$ cat src/logic/osy_defs.vh
// Purpose: Constants for the output divider synchronization block.
// Assumes: Byte-wide registers on a 16-bit address port.
// Notes:   Definitions only; included by every design file except the two-flop synchronizer.
`ifndef OSY_DEFS_VH
`define OSY_DEFS_VH

// ****************************************************************
// Register addresses
// ****************************************************************
`define OSY_ADDR_CL_PHASE  16'h030f
`define OSY_ADDR_SLEW      16'h0316
`define OSY_ADDR_SYNC_CTRL 16'h0402
`define OSY_ADDR_AUTO_SYNC 16'h0403
`define OSY_ADDR_MF_SEL    16'h0410
`define OSY_ADDR_DIV_BASE  16'h0420
`define OSY_ADDR_SW_SYNC   16'h0a02
`define OSY_ADDR_STATUS    16'h0d03

// ****************************************************************
// Field positions and codes
// ****************************************************************
`define OSY_SW_SYNC_BIT    1
`define OSY_SRC_MSB        5
`define OSY_SRC_LSB        4
`define OSY_MASK_MSB       3
`define OSY_SRC_DIRECT     2'h0
`define OSY_SRC_ACT_REF    2'h1
`define OSY_SRC_FEEDBACK   2'h2
`define OSY_AUTO_FREQ      2'h1
`define OSY_AUTO_PHASE     2'h2
`define OSY_MF_EN_BIT      3
`define OSY_STAT_ARMED_BIT 0
`define OSY_STAT_PEND_BIT  3
`define OSY_DIV_WIDTH      30

// ****************************************************************
// Reset values and timing
// ****************************************************************
`define OSY_RST_BYTE       8'h00
`define OSY_RECLOCK_CYCLES 3'h4

`endif

$ cat src/logic/osy_sync2.v
// Purpose: Two-flop synchronizer for a bus of independent levels.
// Assumes: Each bit is an unrelated asynchronous level.
// Notes:   The first stage feeds only the second stage.
`timescale 1ns/100ps
`default_nettype none

module osy_sync2 #(
  parameter W = 8
) (
  input  wire         clock,
  input  wire         rst_n,
  input  wire [W-1:0] async_in,
  output wire [W-1:0] sync_out
);

  reg [W-1:0] meta_q;
  reg [W-1:0] sync_q;

  always @(posedge clock or negedge rst_n) begin
    if (!rst_n) begin
      meta_q <= {W{1'b0}};
      sync_q <= {W{1'b0}};
    end else begin
      meta_q <= async_in;
      sync_q <= meta_q;
    end
  end

  assign sync_out = sync_q;

endmodule // osy_sync2

`default_nettype wire

$ cat src/logic/osy_chan_div.v
// Purpose: One output channel divider with stall and restart.
// Assumes: ratio_m1 is the programmed value; division is ratio_m1 + 1.
// Notes:   A ratio of one cannot be made from flops; the output then stays low.
`timescale 1ns/100ps
`default_nettype none
`include "osy_defs.vh"

module osy_chan_div (
  input  wire                       clock,
  input  wire                       rst_n,
  input  wire [`OSY_DIV_WIDTH-1:0]  ratio_m1,
  input  wire                       stall,
  input  wire                       restart,
  output wire                       clk_out
);

  reg  [`OSY_DIV_WIDTH-1:0] cnt_q;
  reg                       out_q;
  reg                       hold_q;
  wire [`OSY_DIV_WIDTH:0]   half;
  wire                      wrap;

  assign half = ({1'b0, ratio_m1} + {{`OSY_DIV_WIDTH{1'b0}}, 1'b1}) >> 1;
  assign wrap = (cnt_q == ratio_m1);

  // A restarted divider keeps its output low for one full output period,
  // so the first edge lands one divider period after the restart.
  always @(posedge clock or negedge rst_n) begin
    if (!rst_n) begin
      cnt_q  <= {`OSY_DIV_WIDTH{1'b0}};
      out_q  <= 1'b0;
      hold_q <= 1'b0;
    end else if (stall || restart) begin
      cnt_q  <= {`OSY_DIV_WIDTH{1'b0}};
      out_q  <= 1'b0;
      hold_q <= restart;
    end else begin
      cnt_q  <= wrap ? {`OSY_DIV_WIDTH{1'b0}} : cnt_q + 1'b1;
      if (wrap) begin
        hold_q <= 1'b0;
      end
      out_q  <= !(hold_q && !wrap) && ({1'b0, (wrap ? {`OSY_DIV_WIDTH{1'b0}} :
                cnt_q + 1'b1)} < half);
    end
  end

  assign clk_out = out_q;

endmodule // osy_chan_div

`default_nettype wire

$ cat src/logic/osy_output_sync.v
// Purpose: Synchronization of the four output clock dividers.
// Assumes: One clock, the distribution clock; lock and feedback inputs are
//          synchronous; pins and reference inputs are not.
// Notes:   Register port with read data one cycle after the read strobe.
//
// Contract
// - Primary sync is OR of four sources.
// - Software bit one-to-zero transition is the event.
// - Multifunction pin falling edge is the event.
// - Mode 00: primary falling edge syncs directly.
// - Mode 01: arm, next reference rising edge syncs.
// - Mode 10: arm, feedback rollover edge syncs.
// - Armed detector stalls unmasked dividers immediately.
// - Reference edge drops detector, restarting dividers.
// - Reference mux follows the active reference.
// - Reclock event; restart after latency plus period.
// - Alignment happens once per event, open-loop.
// - Masked channel ignores the sync entirely.
// - Masked channels run while unmasked stay stalled.
// - Automatic source fires on selected lock detection.
// - Storage memory request is one ORed source.
// - Slew limit bounds closed-loop phase change rate.
// - Channel divides by programmed value plus one.
//
// The plain strobed port is this design's own decision.
`timescale 1ns/100ps
`default_nettype none
`include "osy_defs.vh"

module osy_output_sync (
  input  wire        clock,
  input  wire        rst_n,
  input  wire [15:0] reg_addr,
  input  wire [7:0]  reg_wdata,
  input  wire        reg_wr,
  input  wire        reg_rd,
  output wire [7:0]  reg_rdata,
  input  wire [7:0]  multifunction_pins,
  input  wire [7:0]  ref_in,
  input  wire [2:0]  active_ref_sel,
  input  wire        dpll_freq_lock,
  input  wire        dpll_phase_lock,
  input  wire        eeprom_sync_req,
  input  wire        fb_rollover,
  output wire [3:0]  out_clk,
  output wire        sync_pending,
  output wire [7:0]  phase_applied
);

  // ****************************************************************
  // Declarations
  // ****************************************************************
  reg  [7:0]  ctrl_q;
  reg  [7:0]  auto_q;
  reg         sw_q;
  reg  [7:0]  mf_sel_q;
  reg  [7:0]  cl_tgt_q;
  reg  [7:0]  slew_q;
  reg  [7:0]  div_q [0:15];
  reg  [7:0]  rdata_q;
  reg  [7:0]  rdata_d;
  reg         lock_prev_q;
  reg         auto_pulse_q;
  reg         prim_q;
  reg         ref_prev_q;
  reg         armed_q;
  reg  [2:0]  rc_q;
  reg         restart_q;
  reg         pend_q;
  reg  [7:0]  phase_q;
  reg  [7:0]  phase_d;
  wire [7:0]  mf_s;
  wire [7:0]  ref_s;
  wire [1:0]  src;
  wire [3:0]  mask;
  wire        lock_sel;
  wire        pin_lvl;
  wire        primary;
  wire        prim_rise;
  wire        prim_fall;
  wire        ref_cur;
  wire        ref_rise;
  wire        arm_mode;
  wire        release_ev;
  wire        direct_hit;
  wire        ref_hit;
  wire        fb_hit;
  wire        stall_int;
  wire        div_hit;
  wire [7:0]  step_up;
  wire [7:0]  step_dn;
  integer     i;

  assign src  = ctrl_q[`OSY_SRC_MSB:`OSY_SRC_LSB];
  assign mask = ctrl_q[`OSY_MASK_MSB:0];

  // ****************************************************************
  // Register writes
  // ****************************************************************
  assign div_hit = (reg_addr[15:4] == `OSY_ADDR_DIV_BASE >> 4);

  always @(posedge clock or negedge rst_n) begin
    if (!rst_n) begin
      ctrl_q   <= `OSY_RST_BYTE;
      auto_q   <= `OSY_RST_BYTE;
      sw_q     <= 1'b0;
      mf_sel_q <= `OSY_RST_BYTE;
      cl_tgt_q <= `OSY_RST_BYTE;
      slew_q   <= `OSY_RST_BYTE;
      for (i = 0; i < 16; i = i + 1) begin
        div_q[i] <= `OSY_RST_BYTE;
      end
    end else if (reg_wr) begin
      case (reg_addr)
        `OSY_ADDR_SYNC_CTRL: ctrl_q   <= reg_wdata;
        `OSY_ADDR_AUTO_SYNC: auto_q   <= reg_wdata;
        `OSY_ADDR_SW_SYNC:   sw_q     <= reg_wdata[`OSY_SW_SYNC_BIT];
        `OSY_ADDR_MF_SEL:    mf_sel_q <= reg_wdata;
        `OSY_ADDR_CL_PHASE:  cl_tgt_q <= reg_wdata;
        `OSY_ADDR_SLEW:      slew_q   <= reg_wdata;
        default: begin
          if (div_hit) begin
            div_q[reg_addr[3:0]] <= reg_wdata;
          end
        end
      endcase
    end
  end

  // ****************************************************************
  // Register reads
  // ****************************************************************
  // The top two bits of each divider's last byte lie beyond the
  // 30-bit divider and read as zero.
  // Software reads pending and armed from the status byte to learn that
  // a sync has completed before it moves any edge timing.
  always @* begin
    rdata_d = 8'h00;
    case (reg_addr)
      `OSY_ADDR_SYNC_CTRL: rdata_d = {2'h0, ctrl_q[5:0]};
      `OSY_ADDR_AUTO_SYNC: rdata_d = {6'h00, auto_q[1:0]};
      `OSY_ADDR_SW_SYNC:   rdata_d = {6'h00, sw_q, 1'b0};
      `OSY_ADDR_MF_SEL:    rdata_d = {4'h0, mf_sel_q[3:0]};
      `OSY_ADDR_CL_PHASE:  rdata_d = cl_tgt_q;
      `OSY_ADDR_SLEW:      rdata_d = slew_q;
      `OSY_ADDR_STATUS:    rdata_d = {4'h0, pend_q, 2'h0, armed_q};
      default: begin
        if (div_hit) begin
          rdata_d = (reg_addr[1:0] == 2'h3) ? {2'h0, div_q[reg_addr[3:0]][5:0]}
                                             : div_q[reg_addr[3:0]];
        end
      end
    endcase
  end

  always @(posedge clock or negedge rst_n) begin
    if (!rst_n) begin
      rdata_q <= 8'h00;
    end else begin
      rdata_q <= reg_rd ? rdata_d : 8'h00;
    end
  end

  // ****************************************************************
  // Trigger sources
  // ****************************************************************
  osy_sync2 #(.W(8)) u_mf_sync (
    .clock    (clock),
    .rst_n    (rst_n),
    .async_in (multifunction_pins),
    .sync_out (mf_s)
  );

  osy_sync2 #(.W(8)) u_ref_sync (
    .clock    (clock),
    .rst_n    (rst_n),
    .async_in (ref_in),
    .sync_out (ref_s)
  );

  // The pin contributes its level, so its falling edge is the
  // falling edge of the primary signal.
  assign pin_lvl = mf_sel_q[`OSY_MF_EN_BIT] & mf_s[mf_sel_q[2:0]];

  assign lock_sel = (auto_q[1:0] == `OSY_AUTO_FREQ)  ? dpll_freq_lock :
                    (auto_q[1:0] == `OSY_AUTO_PHASE) ? dpll_phase_lock : 1'b0;

  // Lock detection gives a single pulse on acquisition, so a held lock
  // does not keep the primary signal high forever.
  // Switching the selection from one held lock to another held lock
  // gives no pulse, since the previous level is already high; a held
  // lock counts as an acquisition once it is first selected, as reset
  // leaves the selection at zero.
  always @(posedge clock or negedge rst_n) begin
    if (!rst_n) begin
      lock_prev_q  <= 1'b0;
      auto_pulse_q <= 1'b0;
    end else begin
      lock_prev_q  <= lock_sel;
      auto_pulse_q <= lock_sel & ~lock_prev_q;
    end
  end

  // Software bit level is a source; clearing it gives the falling edge.
  assign primary = sw_q | auto_pulse_q | pin_lvl | eeprom_sync_req;

  // ****************************************************************
  // Edge detection and arming
  // ****************************************************************
  // Moving the selection onto a reference that is already high counts
  // as a rising edge; the mux follows the active reference without any
  // guard against that.
  assign ref_cur  = ref_s[active_ref_sel];
  assign ref_rise = ref_cur & ~ref_prev_q;

  always @(posedge clock or negedge rst_n) begin
    if (!rst_n) begin
      prim_q     <= 1'b0;
      ref_prev_q <= 1'b0;
    end else begin
      prim_q     <= primary;
      ref_prev_q <= ref_cur;
    end
  end

  assign prim_rise = primary & ~prim_q;
  assign prim_fall = ~primary & prim_q;
  assign arm_mode  = (src == `OSY_SRC_ACT_REF) || (src == `OSY_SRC_FEEDBACK);

  // The detector disarms after one awaited edge and waits for a new
  // primary rising edge; later drift is never corrected.
  always @(posedge clock or negedge rst_n) begin
    if (!rst_n) begin
      armed_q <= 1'b0;
    end else if (!arm_mode) begin
      armed_q <= 1'b0;
    end else if (armed_q) begin
      if ((src == `OSY_SRC_ACT_REF) && ref_rise) begin
        armed_q <= 1'b0;
      end else if ((src == `OSY_SRC_FEEDBACK) && fb_rollover) begin
        armed_q <= 1'b0;
      end
    end else if (prim_rise) begin
      armed_q <= 1'b1;
    end
  end

  assign direct_hit = (src == `OSY_SRC_DIRECT) && prim_fall;
  assign ref_hit    = (src == `OSY_SRC_ACT_REF) && ref_rise;
  assign fb_hit     = (src == `OSY_SRC_FEEDBACK) && fb_rollover;
  assign release_ev = direct_hit || (armed_q && (ref_hit || fb_hit));

  // ****************************************************************
  // Reclocking and restart
  // ****************************************************************
  // The release is held off a fixed number of clocks before the
  // dividers restart; the trigger synchronizer adds the rest.
  // Where a reference edge falls against the clock shifts the restart by
  // one clock; that uncertainty is inherent and is not corrected later.
  always @(posedge clock or negedge rst_n) begin
    if (!rst_n) begin
      rc_q      <= 3'h0;
      restart_q <= 1'b0;
    end else begin
      restart_q <= (rc_q == 3'h1);
      if (release_ev) begin
        rc_q <= `OSY_RECLOCK_CYCLES;
      end else if (rc_q != 3'h0) begin
        rc_q <= rc_q - 3'h1;
      end
    end
  end

  assign stall_int = armed_q | (rc_q != 3'h0);

  always @(posedge clock or negedge rst_n) begin
    if (!rst_n) begin
      pend_q <= 1'b0;
    end else begin
      pend_q <= stall_int;
    end
  end

  // ****************************************************************
  // Channel dividers
  // ****************************************************************
  // The top byte of each ratio holds only six bits. A masked channel sees
  // neither stall nor restart, so its phase is left untouched.
  genvar ch;
  generate
    for (ch = 0; ch < 4; ch = ch + 1) begin : g_ch
      wire [`OSY_DIV_WIDTH-1:0] ratio;
      assign ratio = {div_q[4*ch+3][5:0], div_q[4*ch+2], div_q[4*ch+1], div_q[4*ch]};
      osy_chan_div u_div (
        .clock    (clock),
        .rst_n    (rst_n),
        .ratio_m1 (ratio),
        .stall    (stall_int & ~mask[ch]),
        .restart  (restart_q & ~mask[ch]),
        .clk_out  (out_clk[ch])
      );
    end
  endgenerate

  // ****************************************************************
  // Closed-loop phase slew limiting
  // ****************************************************************
  // A zero limit applies the target at once; otherwise the applied
  // offset moves at most the limit per clock.
  // Stepping the offset too fast could make the loop lose lock; the limit
  // trades settling time for that safety.
  assign step_up = cl_tgt_q - phase_q;
  assign step_dn = phase_q - cl_tgt_q;

  always @* begin
    phase_d = cl_tgt_q;
    if (slew_q != 8'h00) begin
      if ((cl_tgt_q > phase_q) && (step_up > slew_q)) begin
        phase_d = phase_q + slew_q;
      end else if ((cl_tgt_q < phase_q) && (step_dn > slew_q)) begin
        phase_d = phase_q - slew_q;
      end
    end
  end

  always @(posedge clock or negedge rst_n) begin
    if (!rst_n) begin
      phase_q <= 8'h00;
    end else begin
      phase_q <= phase_d;
    end
  end

  // ****************************************************************
  // Outputs
  // ****************************************************************
  assign reg_rdata     = rdata_q;
  assign sync_pending  = pend_q;
  assign phase_applied = phase_q;

endmodule // osy_output_sync

`default_nettype wire

$ cat config.mk
export PLATFORM = sky130hd
export DESIGN_NAME = osy_output_sync
export DESIGN_NICKNAME = d
export VERILOG_FILES = /design/src/logic/osy_sync2.v /design/src/logic/osy_chan_div.v /design/src/logic/osy_output_sync.v
export VERILOG_INCLUDE_DIRS = /design/src /design/src/logic
export SDC_FILE = /design/constraint.sdc
export NUM_CORES = 1
export LEC_CHECK = 0
export BUFFER_PORTS_ARGS = -buffer_cell sky130_fd_sc_hd__buf_2
export CORE_UTILIZATION = 55
export CTS_CLUSTER_DIAMETER = 150
export DETAILED_ROUTE_END_ITERATION = 16
export PLACE_DENSITY_LB_ADDON = 0.25
export SLEW_MARGIN = 20
export SYNTH_ARGS = -nofsm -noshare
export SYNTH_HDL_FRONTEND = slang
export SYNTH_HIERARCHICAL = 1
export SYNTH_SLANG_ARGS = --single-unit
$ cat constraint.sdc
create_clock -name clock -period 3.45 [get_ports clock]
set_clock_uncertainty 0.1 [all_clocks]
set_input_delay 0.69 -clock clock [delete_from_list [all_inputs] [get_ports clock]]
set_output_delay 0.69 -clock clock [all_outputs]
set_load 0.005 [all_outputs]
; Yosys cells after proc, flatten, opt, wreduce, memory -nomap -nowiden
; Index checks and enable logic that the tools add are counted.
[word_totals]
ff_bits = 343
latchBits = 0
ramBits = 0
mem_bits_ro = 0
output_inout_bits = 21
memories = 0
[op_classes]
add_sub_neg = 13
n_mul = 0
n_div = 0
magnitude_cmp = 12
eq_ne = 18
shift = 0
n_mux = 46
bitwise = 27
n_reduce_logical = 46
[ops]
columns = operator, n
row1 = 2-to-1 mux 30 bit, 8
row2 = bitwise mux 128 bit, 1
row3 = adder 30 x 1 -> 31 bit (second input constant), 4
row4 = adder 30 x 1 -> 30 bit (second input constant), 4
row5 = equality test 30 bit, 4
row6 = < comparator 30 bit, 4
row7 = 2-to-1 mux 8 bit, 9
row8 = case mux 8 bit (7 select lines), 1
row9 = equality test 16 x 11 -> 1 bit (second input constant), 3
row10 = binary-select mux 8 bit (select 4 bit), 1
row11 = demux 8 bit (select 4 bit), 1
row12 = equality test 16 x 10 -> 1 bit (second input constant), 2
row13 = equality test 16 x 12 -> 1 bit (second input constant), 2
row14 = greater-than comparator 8 bit, 3
row15 = subtractor 8 bit, 3
row16 = 2-to-1 mux 1 bit, 21
row17 = logical AND 1 bit, 15
row18 = bitwise AND 1 bit, 13
row19 = equality test 12 x 7 -> 1 bit (second input constant), 1
row20 = AND reduction 2 bit, 6
row21 = nonzero test 2 bit, 5
row22 = NOT 1 bit, 9
row23 = adder 8 bit, 1
row24 = zero test 1 bit, 8
row25 = 18 further kinds, 33

; Logic depth before layout (Yosys ltp)
; Gate-level depths: netlist of the first run.
[depth]
ltp_word = 10
ltp_mapped = 18

; Hierarchy
; The synthesis of the first run kept the hierarchy.
[by_module_without_submodules]
columns = mod, n_inst, cells_per_inst, area_per_inst_um2, seq_area_each_um2
row1 = osy_output_sync, 1, 801, 10128.5, 4579.4
row2 = osy_chan_div (g_ch[0].u_div ...), 3, 397, 3281.9, 800.8
row3 = osy_chan_div (g_ch[2].u_div), 1, 381, 3101.7, 800.8
row4 = osy_sync2, 2, 16, 400.4, 400.4

; Least setup slack after synthesis of the first run
; OpenSTA, ideal clock, no wires.
[synth_timing]
kind = reg-to-reg
startpoint = reg phase_q[1], in the netlist phase_applied[1]
endpoint = reg phase_q[6], in the netlist phase_applied[6]
setup_ps = 126
t_arrival_ps = 3187
slack_ps = 37
path_stages_with_launch = 17
path_buffers = 1
cell_sequence = dfrtp_1 -> inv_1 -> ha_1 -> nor2b_1 -> o21ai_0 -> a21boi_0 -> o21ai_0 -> nor2b_1 -> xnor2_1 -> ha_1 -> nand4_1 -> nor2_1 -> nor4_2 -> o21ai_1 -> a21o_1 -> buf_2 -> a221o_1
[synth_between]
elab_chain_len = 6
[synth_rtl]
columns = element, line_no
row1 = start: declaration, osy_output_sync.v:70  ; reg [7:0] phase_q;
row2 = start signal: assignment, osy_output_sync.v:330  ; phase_q <= phase_d;
row3 = subtractor 8 bit, osy_output_sync.v:313  ; assign step_dn = phase_q - cl_tgt_q;
row4 = greater-than comparator 8 bit, osy_output_sync.v:320  ; end else if ((cl_tgt_q < phase_q) && (step_dn > slew_q)) begin
row5 = logical AND 1 bit, osy_output_sync.v:320
row6 = 2-to-1 mux 8 bit, osy_output_sync.v:320
row7 = 2-to-1 mux 8 bit (*), osy_output_sync.v:318  ; if ((cl_tgt_q > phase_q) && (step_up > slew_q)) begin
row8 = 2-to-1 mux 8 bit (*), osy_output_sync.v:317  ; if (slew_q != 8'h00) begin
row9 = net phase_d[6], osy_output_sync.v:71  ; reg [7:0] phase_d;
; Mark *: on every way through the listed nets, which the timed path passes. The rest lies on a longest branch.
; A chain may end at the register's enable or synchronous reset.

; Worst setup path after layout of the first run
[layout_timing]
startpoint = reg div_q[50] (netlist name)
endpoint = reg g_ch[2].u_div.out_q
[layout_between]
elab_chain_len = 6
[layout_rtl]
columns = element, line_no
row1 = start: declaration, osy_output_sync.v:59  ; reg [7:0] div_q [0:15];
row2 = start signal: indexed assignment, osy_output_sync.v:111  ; div_q[i] <= `OSY_RST_BYTE;
row3 = start signal: indexed assignment, osy_output_sync.v:123  ; div_q[reg_addr[3:0]] <= reg_wdata;
row4 = "parallel branches: the longest is 4 deep, another holds adder 30 x 1 -> 31 bit", -
row5 = logical AND 1 bit (*), osy_chan_div.v:42  ; out_q <= !(hold_q && !wrap) && ({1'b0, (wrap ? {`OSY_DIV_WIDTH{1'b0}} :
row6 = 2-to-1 mux 1 bit (*), osy_chan_div.v:33  ; end else if (stall || restart) begin
row7 = end signal: assignment, osy_chan_div.v:42
row8 = end: declaration, osy_chan_div.v:18  ; reg out_q;
; Mark *: on every way between the ends.

==> results.py, run 1 <==
metrics = {
    "status": {
        "outcome": "finished, violations left",
        "violations": "setup timing",
    },
    "timing": {
        "max_freq_ghz": 0.2809,
        "hold_ws_ns": 0.07722,
        "period_share_pct": 103.2,
        "rsz0062_at_grt": "yes",
        "maxSlewHeadroom_pct": 43.79,
        "setup_ws_ns": -0.1104,
        "slew_viol_final": 0,
        "finalSetupTns_ns": -0.5254,
        "finalSetupViolCount": 7,
        "min_period_ns": 3.560,
        "max_slew.worst_pin.slew_ns": 0.8394,
        "hold_viol": 0,
    },
    "die": {
        "dieArea_um2": 44250,
        "core_area_um2": 42420,
        "rows": 75,
        "start_util_pct": 56.29,
        "ios": 72,
        "fp.dieH_um": 210.4,
        "die_x_um": 210.4,
    },
    "finish": {
        "final_nets": 2878,
        "syn2layout_area_growth_pct": 17.64,
        "layout_commonest_cell": "dfrtp_1",
        "final_cell_mix": "dfrtp_1 (327), nor2_1 (242), buf_4 (222), xnor2_1 (209), ha_1 (172)",
        "layout-drive-gt1-share_pct": 25.65,
        "fin_area_um2": 28090,
    },
    "drt": {
        "first_pass_iters": 6,
        "dr_total_vias": 20270,
        "routed_wl_um": 72330,
        "final_antenna_net_count": 0,
        "drt_iter0_drc": 1812,
        "drc": 0,
        "vias_per_cell": 6.220,
        "wire_per_inst_um": 22.20,
    },
    "power_and_ir_drop": {
        "p_per_area_nw_per_um2": 334.1,
        "leakagePower_uw": 0.01215,
        "power_uw": 9384,
        "ir_drop_uv": 434.9,
    },
    "clock_tree": {
        "cts_buffers": 40,
        "htreeDepth": 2,
        "hold_buffers": 0,
        "clock-root-buffer": "clkbuf_16",
        "clock_latency_ns": 0.58,
        "cts_buffer_depth": 3,
        "clk_pin_slew_worst_paths_ns": 0.06,
        "cts_tree": "built",
        "clkSinkCount": 343,
    },
    "yosys": {
        "ys_ff_latch": 343,
        "syn_area_per_cell_um2": 9.928,
        "synth_top_area_cell": "dfrtp_1",
        "yosys.area.top_type_share_pct": 35.95,
        "yosysUniqueCellTypes": 75,
        "synth_async_sr_flop_share_pct": 100.0,
        "netlist_instances": 2405,
        "synth_flop_cell": "dfrtp_1",
        "synth_edf_count": 0,
        "ys_seq_area_share_pct": 35.95,
        "syn-cell-area_um2": 23880,
        "syn_nets": 2634,
        "ys_warn_count": 6,
        "synthTopCellsByArea": "dfrtp_1 (36%), ha_1 (9.1%), xnor2_1 (7.7%)",
    },
    "global_routing": {
        "gr-total-overflow": 0,
        "grt_pass1_vias": 20440,
        "grt_usage_pct": 32.96,
        "grt_pass1_wl_um": 113200,
        "grt_antenna_before_repair": 5,
        "grt_max_degree": 95,
    },
    "placement": {
        "portBuffers": 71,
        "dpl_cell_area_um2": 26330,
        "place_ws_ns": -0.1749,
        "place.gp.congestion": 0.9934,
        "dp_hpwl_um": 53940,
    },
    "critical_path": {
        "worstPathMaxFanout": 32,
        "cp.arrival_ns": 3.89,
        "reg2reg_depth": 13,
        "path_buf_inv": 2,
        "crit_path_start_kind": "register",
        "critPathMaxStageDelay_ns": 0.40,
        "cp_data_required_time_ns": 3.78,
        "cp_top_family": "simple AND/OR/NAND/NOR gates",
        "reg2reg_to": "g_ch[2].u_div/clk_out$_DFF_PN0_",
        "critPathKind": "register to register",
        "critPathSlowestCell": "a2111oi_1",
        "reg2reg_slack_ns": -0.11,
        "critPathCaptureType": "register",
        "r2r-start": "div_q[50]$_DFFE_PN0P_",
        "crit_chain": "buf_4 > xor2_1 > nor4_1 > nand4_1 > nor4_4 > buf_12 > nor2_1 > ha_1 > and4_1 > a221o_1 > nand2_1 > o21ai_0 > a2111oi_1",
    },
    "worst_hold_path": {
        "hp-class": "primary input to asynchronous set/reset pin",
    },
    "flow_run": {
        "drv_cap": 0,
    },
}
[worst max-delay path by stage]
| stage | depth (start not counted) | slack (ns) | start | end |
|---|---|---|---|---|
| detailed placement | 10 | -0.17 | div_q[89]$_DFFE_PN0P_ | g_ch[1].u_div/clk_out$_DFF_PN0_ |
| floorplan | 16 | 0.04 | phase_applied[1]$_DFF_PN0_ | phase_applied[6]$_DFF_PN0_ |
| finish | 13 | -0.11 | div_q[50]$_DFFE_PN0P_ | g_ch[2].u_div/clk_out$_DFF_PN0_ |
| global placement | 12 | -0.20 | g_ch[2].u_div/cnt_q[28]$_DFF_PN0_ | g_ch[2].u_div/clk_out$_DFF_PN0_ |
| CTS | 13 | -0.01 | div_q[48]$_DFFE_PN0P_ | g_ch[2].u_div/clk_out$_DFF_PN0_ |
| global route | 17 | -0.35 | cl_tgt_q[0]$_DFFE_PN0P_ | phase_applied[6]$_DFF_PN0_ |
[logic make-up after synthesis]
family	count (synthesis)	synth area share, %
AO/OA/AOI/OAI	208	6.037
XOR/XNOR	361	13.24
AND/OR/NAND/NOR	936	20.51
adder cells (fa/ha/maj)	178	9.453
flip-flops	343	35.95
buffers and inverters	172	2.961
multiplexers	207	11.85
[metrics by stage]
| stage | util (%) | instances |
|---|---|---|
| 2_1_floorplan | - | 2405 |
| 3_3_place_gp | 62.06 | 3174 |
| 3_5_place_dp | 62.06 | 3174 |
| 4_1_cts | 65.46 | 3247 |
| 5_1_grt | 66.22 | 3257 |
| 6_report | 66.22 | 3258 |
[where the power goes]
part           internal (uW)  switching (uW)
sequential              4090            46.8
clock                   2580            1840
combinational            225             608
total                   6890            2490
[registers in the layout (all words and copies together), names as in the netlist, 2 cells and up]
register,flops
g_ch.u_div/clk_out,4
div_q,128
mf_sel_q,4
cl_tgt_q,8
rc_q,3
g_ch.u_div/cnt_q,120
u_ref_sync/sync_out,8
auto_q,2
slew_q,8
phase_applied,8
g_ch.u_div/hold_q,4
u_mf_sync/meta_q,8
ctrl_q,6
reg_rdata,8
u_mf_sync/sync_out,8
u_ref_sync/meta_q,8
[routing by layer]
layer / track usage [%] / wire length, um / vias to the layer above
li1: - / - / 9196
met4: 15.25 / 3313 / 6
met3: 5.393 / 5730 / 221
met2: 52.63 / 33350 / 926
met1: 44.04 / 29900 / 9916
met5: 0 / 37 / -
[repair_timing]
item	in CTS	in global routing
setup buffers	2	7
pin swaps	4	25
setup endpoints to repair	10	12
gates resized for setup	22	60
gates cloned	0	1
[cells in the mapped netlist (9+ instances only)]
| cell type | n |
|---|---|
| o21ai_0 | 23 |
| o21bai_1 | 9 |
| mux2_2 | 158 |
| a21o_1 | 13 |
| nand3_1 | 118 |
| inv_1 | 69 |
| nand2_1 | 154 |
| xor2_1 | 152 |
| nand2b_1 | 15 |
| a21boi_0 | 10 |
| or4_1 | 12 |
| o21a_1 | 11 |
| nor3_1 | 49 |
| nor4_1 | 122 |
| ha_1 | 174 |
| a211oi_1 | 9 |
| and4_1 | 14 |
| nor2_1 | 245 |
| nand4_1 | 89 |
| or3_1 | 9 |
| xnor2_1 | 209 |
| a21oi_1 | 53 |
| and3_1 | 32 |
| a22oi_1 | 11 |
| a31oi_1 | 16 |
| dfrtp_1 | 343 |
| clkbuf_1 | 77 |
| nor2b_1 | 25 |
| o211ai_1 | 11 |
| buf_2 | 16 |
| mux4_2 | 42 |
[cell type report]
class                           count  area [um2]
Clock buffer                       46        1085
Inverter                           69       259.0
Fill cell                        3370       14330
Antenna cell                        3       7.507
Multi-Input combinational cell   1890       14870
Clock inverter                     25       271.5
Tap cell                          577       721.9
Sequential cell                   343        8603
Timing Repair Buffer              305        2268
[worst register-to-register path, cell delays in order (launching register included)]
cell	delay [ns]
dfrtp_1	0.38
buf_4	0.16
xor2_1	0.15
nor4_1	0.32
nand4_1	0.20
nor4_4	0.24
buf_12	0.23
nor2_1	0.08
ha_1	0.33
and4_1	0.24
a221o_1	0.38
nand2_1	0.07
o21ai_0	0.15
a2111oi_1	0.40
Power figures use the tool's default switching activity.
==> run 2, diff against run 1 <==
- TNS_END_PERCENT: unset -> 50
- clock period: 3.45 -> 3.7 ns (I/O delays scaled with it)
==> results.py, run 2 (synthesis gave the netlist of run 1 again) <==
metrics = {
    "global_routing": {
        "grt_antenna_before_repair": 3,
        "grt_pass1_vias": 19550,
        "grt_max_degree": 76,
        "grt_pass1_wl_um": 108700,
        "grt_usage_pct": 31.43,
        "gr-total-overflow": 0,
    },
    "finish": {
        "final_nets": 2752,
        "ff_latch_area_um2": 8588,
        "layout-drive-gt1-share_pct": 20.70,
        "layout_commonest_cell": "dfrtp_1",
        "reg_top3": "div_q x128, g_ch.u_div/cnt_q x120",
        "fillCellCount": 3460,
        "largest_register_ffs": 128,
        "stdcell_count": 3134,
        "regMostFlops": "div_q",
        "utilization_pct": 63.67,
        "multiInputGateArea_um2": 14740,
        "syn2layout_area_growth_pct": 13.11,
        "fin_area_um2": 27010,
        "final_cell_mix": "dfrtp_1 (339), nor2_1 (242), xnor2_1 (209), ha_1 (173), mux2_2 (158)",
    },
    "die": {
        "core_area_um2": 42420,
        "ios": 72,
        "die_x_um": 210.4,
        "fp.dieH_um": 210.4,
        "rows": 75,
        "dieArea_um2": 44250,
        "start_util_pct": 56.29,
    },
    "critical_path": {
        "cp.arrival_ns": 3.94,
        "crit_path_start_kind": "register",
        "crit_chain": "nand4_2 > or4_1 > nor4_4 > a31o_2 > a21oi_1 > ha_1 > nand4_1 > nor4_2 > a21boi_0 > nor4_1",
        "reg2reg_to": "g_ch[1].u_div/clk_out$_DFF_PN0_",
        "r2r-start": "g_ch[1].u_div/cnt_q[9]$_DFF_PN0_",
        "worstPathMaxFanout": 7,
        "reg2reg_slack_ns": 0.09,
        "reg2reg_depth": 10,
        "cp_data_required_time_ns": 4.03,
        "critPathMaxStageDelay_ns": 0.70,
        "critPathSlowestCell": "or4_1",
        "critPathCaptureType": "register",
        "critPathKind": "register to register",
    },
    "drt": {
        "drc": 0,
        "drt_iter0_drc": 1732,
        "final_antenna_net_count": 0,
        "wire_per_inst_um": 21.87,
        "routed_wl_um": 68550,
        "dr_total_vias": 19610,
        "vias_per_cell": 6.256,
        "first_pass_iters": 7,
    },
    "timing": {
        "max_freq_ghz": 0.2766,
        "finalSetupViolCount": 0,
        "rsz0062_at_grt": "yes",
        "maxSlewHeadroom_pct": 51.38,
        "slew_viol_final": 0,
        "max_slew.worst_pin.slew_ns": 0.7261,
        "period_share_pct": 97.69,
        "finalSetupTns_ns": 0,
        "hold_viol": 0,
        "min_period_ns": 3.615,
    },
    "placement": {
        "placed_cells": 3048,
        "dp_hpwl_um": 51300,
        "place.gp.congestion": 1.002,
        "portBuffers": 71,
        "dpl_cell_area_um2": 25390,
    },
    "flow_run": {
        "drv_cap": 0,
    },
    "clock_tree": {
        "cts_buffer_depth": 3,
        "cts_tree": "built",
        "clock-root-buffer": "clkbuf_16",
        "hold_buffers": 0,
        "htreeDepth": 2,
        "clock_latency_ns": 0.57,
        "clk_pin_slew_worst_paths_ns": 0.07,
        "cts_buffers": 41,
        "clkSinkCount": 343,
    },
    "power_and_ir_drop": {
        "ir_drop_uv": 337.5,
        "power_uw": 8767,
        "p_per_area_nw_per_um2": 324.6,
        "leakagePower_uw": 0.01147,
    },
    "worst_hold_path": {
        "hp-class": "primary input to asynchronous set/reset pin",
    },
    "status": {
        "outcome": "finished clean",
    },
}
## run 2: changes by cell type in the layout (fill, tap and decap cells not counted), sizes merged
cell,previous run,this run
buf,304,178
bufinv,4,2
clkbuf,47,55
clkinv,10,9
clkinvlp,8,6
diode,3,2
## run 2: per-layer routing
metal,wire (um),vias to the layer above,global-route usage [%]
li1,-,8965,-
met3,4632,168,4.857
met4,2507,2,11.75
met5,21,-,0
met1,29180,9706,42.18
met2,32210,765,51.43
## run 2: report_power, final
part | internal (uW) | switching (uW)
clock | 2460 | 1700
combinational | 206 | 551
sequential | 3810 | 42.9
total | 6480 | 2290
## run 2: how the worst max path moves through the flow
stage / depth (start not counted) / end / start / slack (ns)
5_1_grt: 14 / g_ch[2].u_div/clk_out$_DFF_PN0_ / div_q[48]$_DFFE_PN0P_ / -0.02
3_3_place_gp: 10 / g_ch[0].u_div/clk_out$_DFF_PN0_ / g_ch[0].u_div/cnt_q[9]$_DFF_PN0_ / 0.03
2_1_floorplan: 16 / phase_applied[6]$_DFF_PN0_ / phase_applied[1]$_DFF_PN0_ / 0.29
6_report: 10 / g_ch[1].u_div/clk_out$_DFF_PN0_ / g_ch[1].u_div/cnt_q[9]$_DFF_PN0_ / 0.09
4_1_cts: 10 / g_ch[0].u_div/clk_out$_DFF_PN0_ / g_ch[0].u_div/cnt_q[9]$_DFF_PN0_ / 0.03
3_5_place_dp: 10 / g_ch[0].u_div/clk_out$_DFF_PN0_ / g_ch[0].u_div/cnt_q[9]$_DFF_PN0_ / -0.06
## run 2: area by class of cell
cell class,count,area share [%]
diodes,2,0.01853
clock buffers,55,4.485
clock inverters,20,0.7227
inverters,69,0.9590
multi-input cells,1890,54.58
flip-flops and latches,343,31.80
well taps,577,2.673
repair buffers,178,4.758
## run 2: repair_timing
| item | 4_1_cts | 5_1_grt |
|---|---|---|
| gates resized for setup | 1 | 38 |
| pin swaps | 0 | 9 |
| endpoints found under the setup margin | 1 | 12 |
| buffers inserted | 0 | 9 |
| endpoints found under the hold margin | 0 | 0 |
| cloned | 0 | 0 |
## run 2: metrics by stage
stage	worst slack [ns]	hold WS, ns
6_report	0.08531	0.01847
5_1_grt	-0.02419	0.05066
4_1_cts	0.02821	0.02949
3_5_place_dp	-0.06002	0.2363
3_3_place_gp	0.02796	0.2315
2_1_floorplan	0.2865	0.2312
## run 2: worst max-delay path, delay by kind of cell (launching register included)
family | cells | cell delay (ns)
simple gates | 6 | 1.90
fa+ha+maj | 1 | 0.32
flops | 1 | 0.50
compound gates | 3 | 0.66
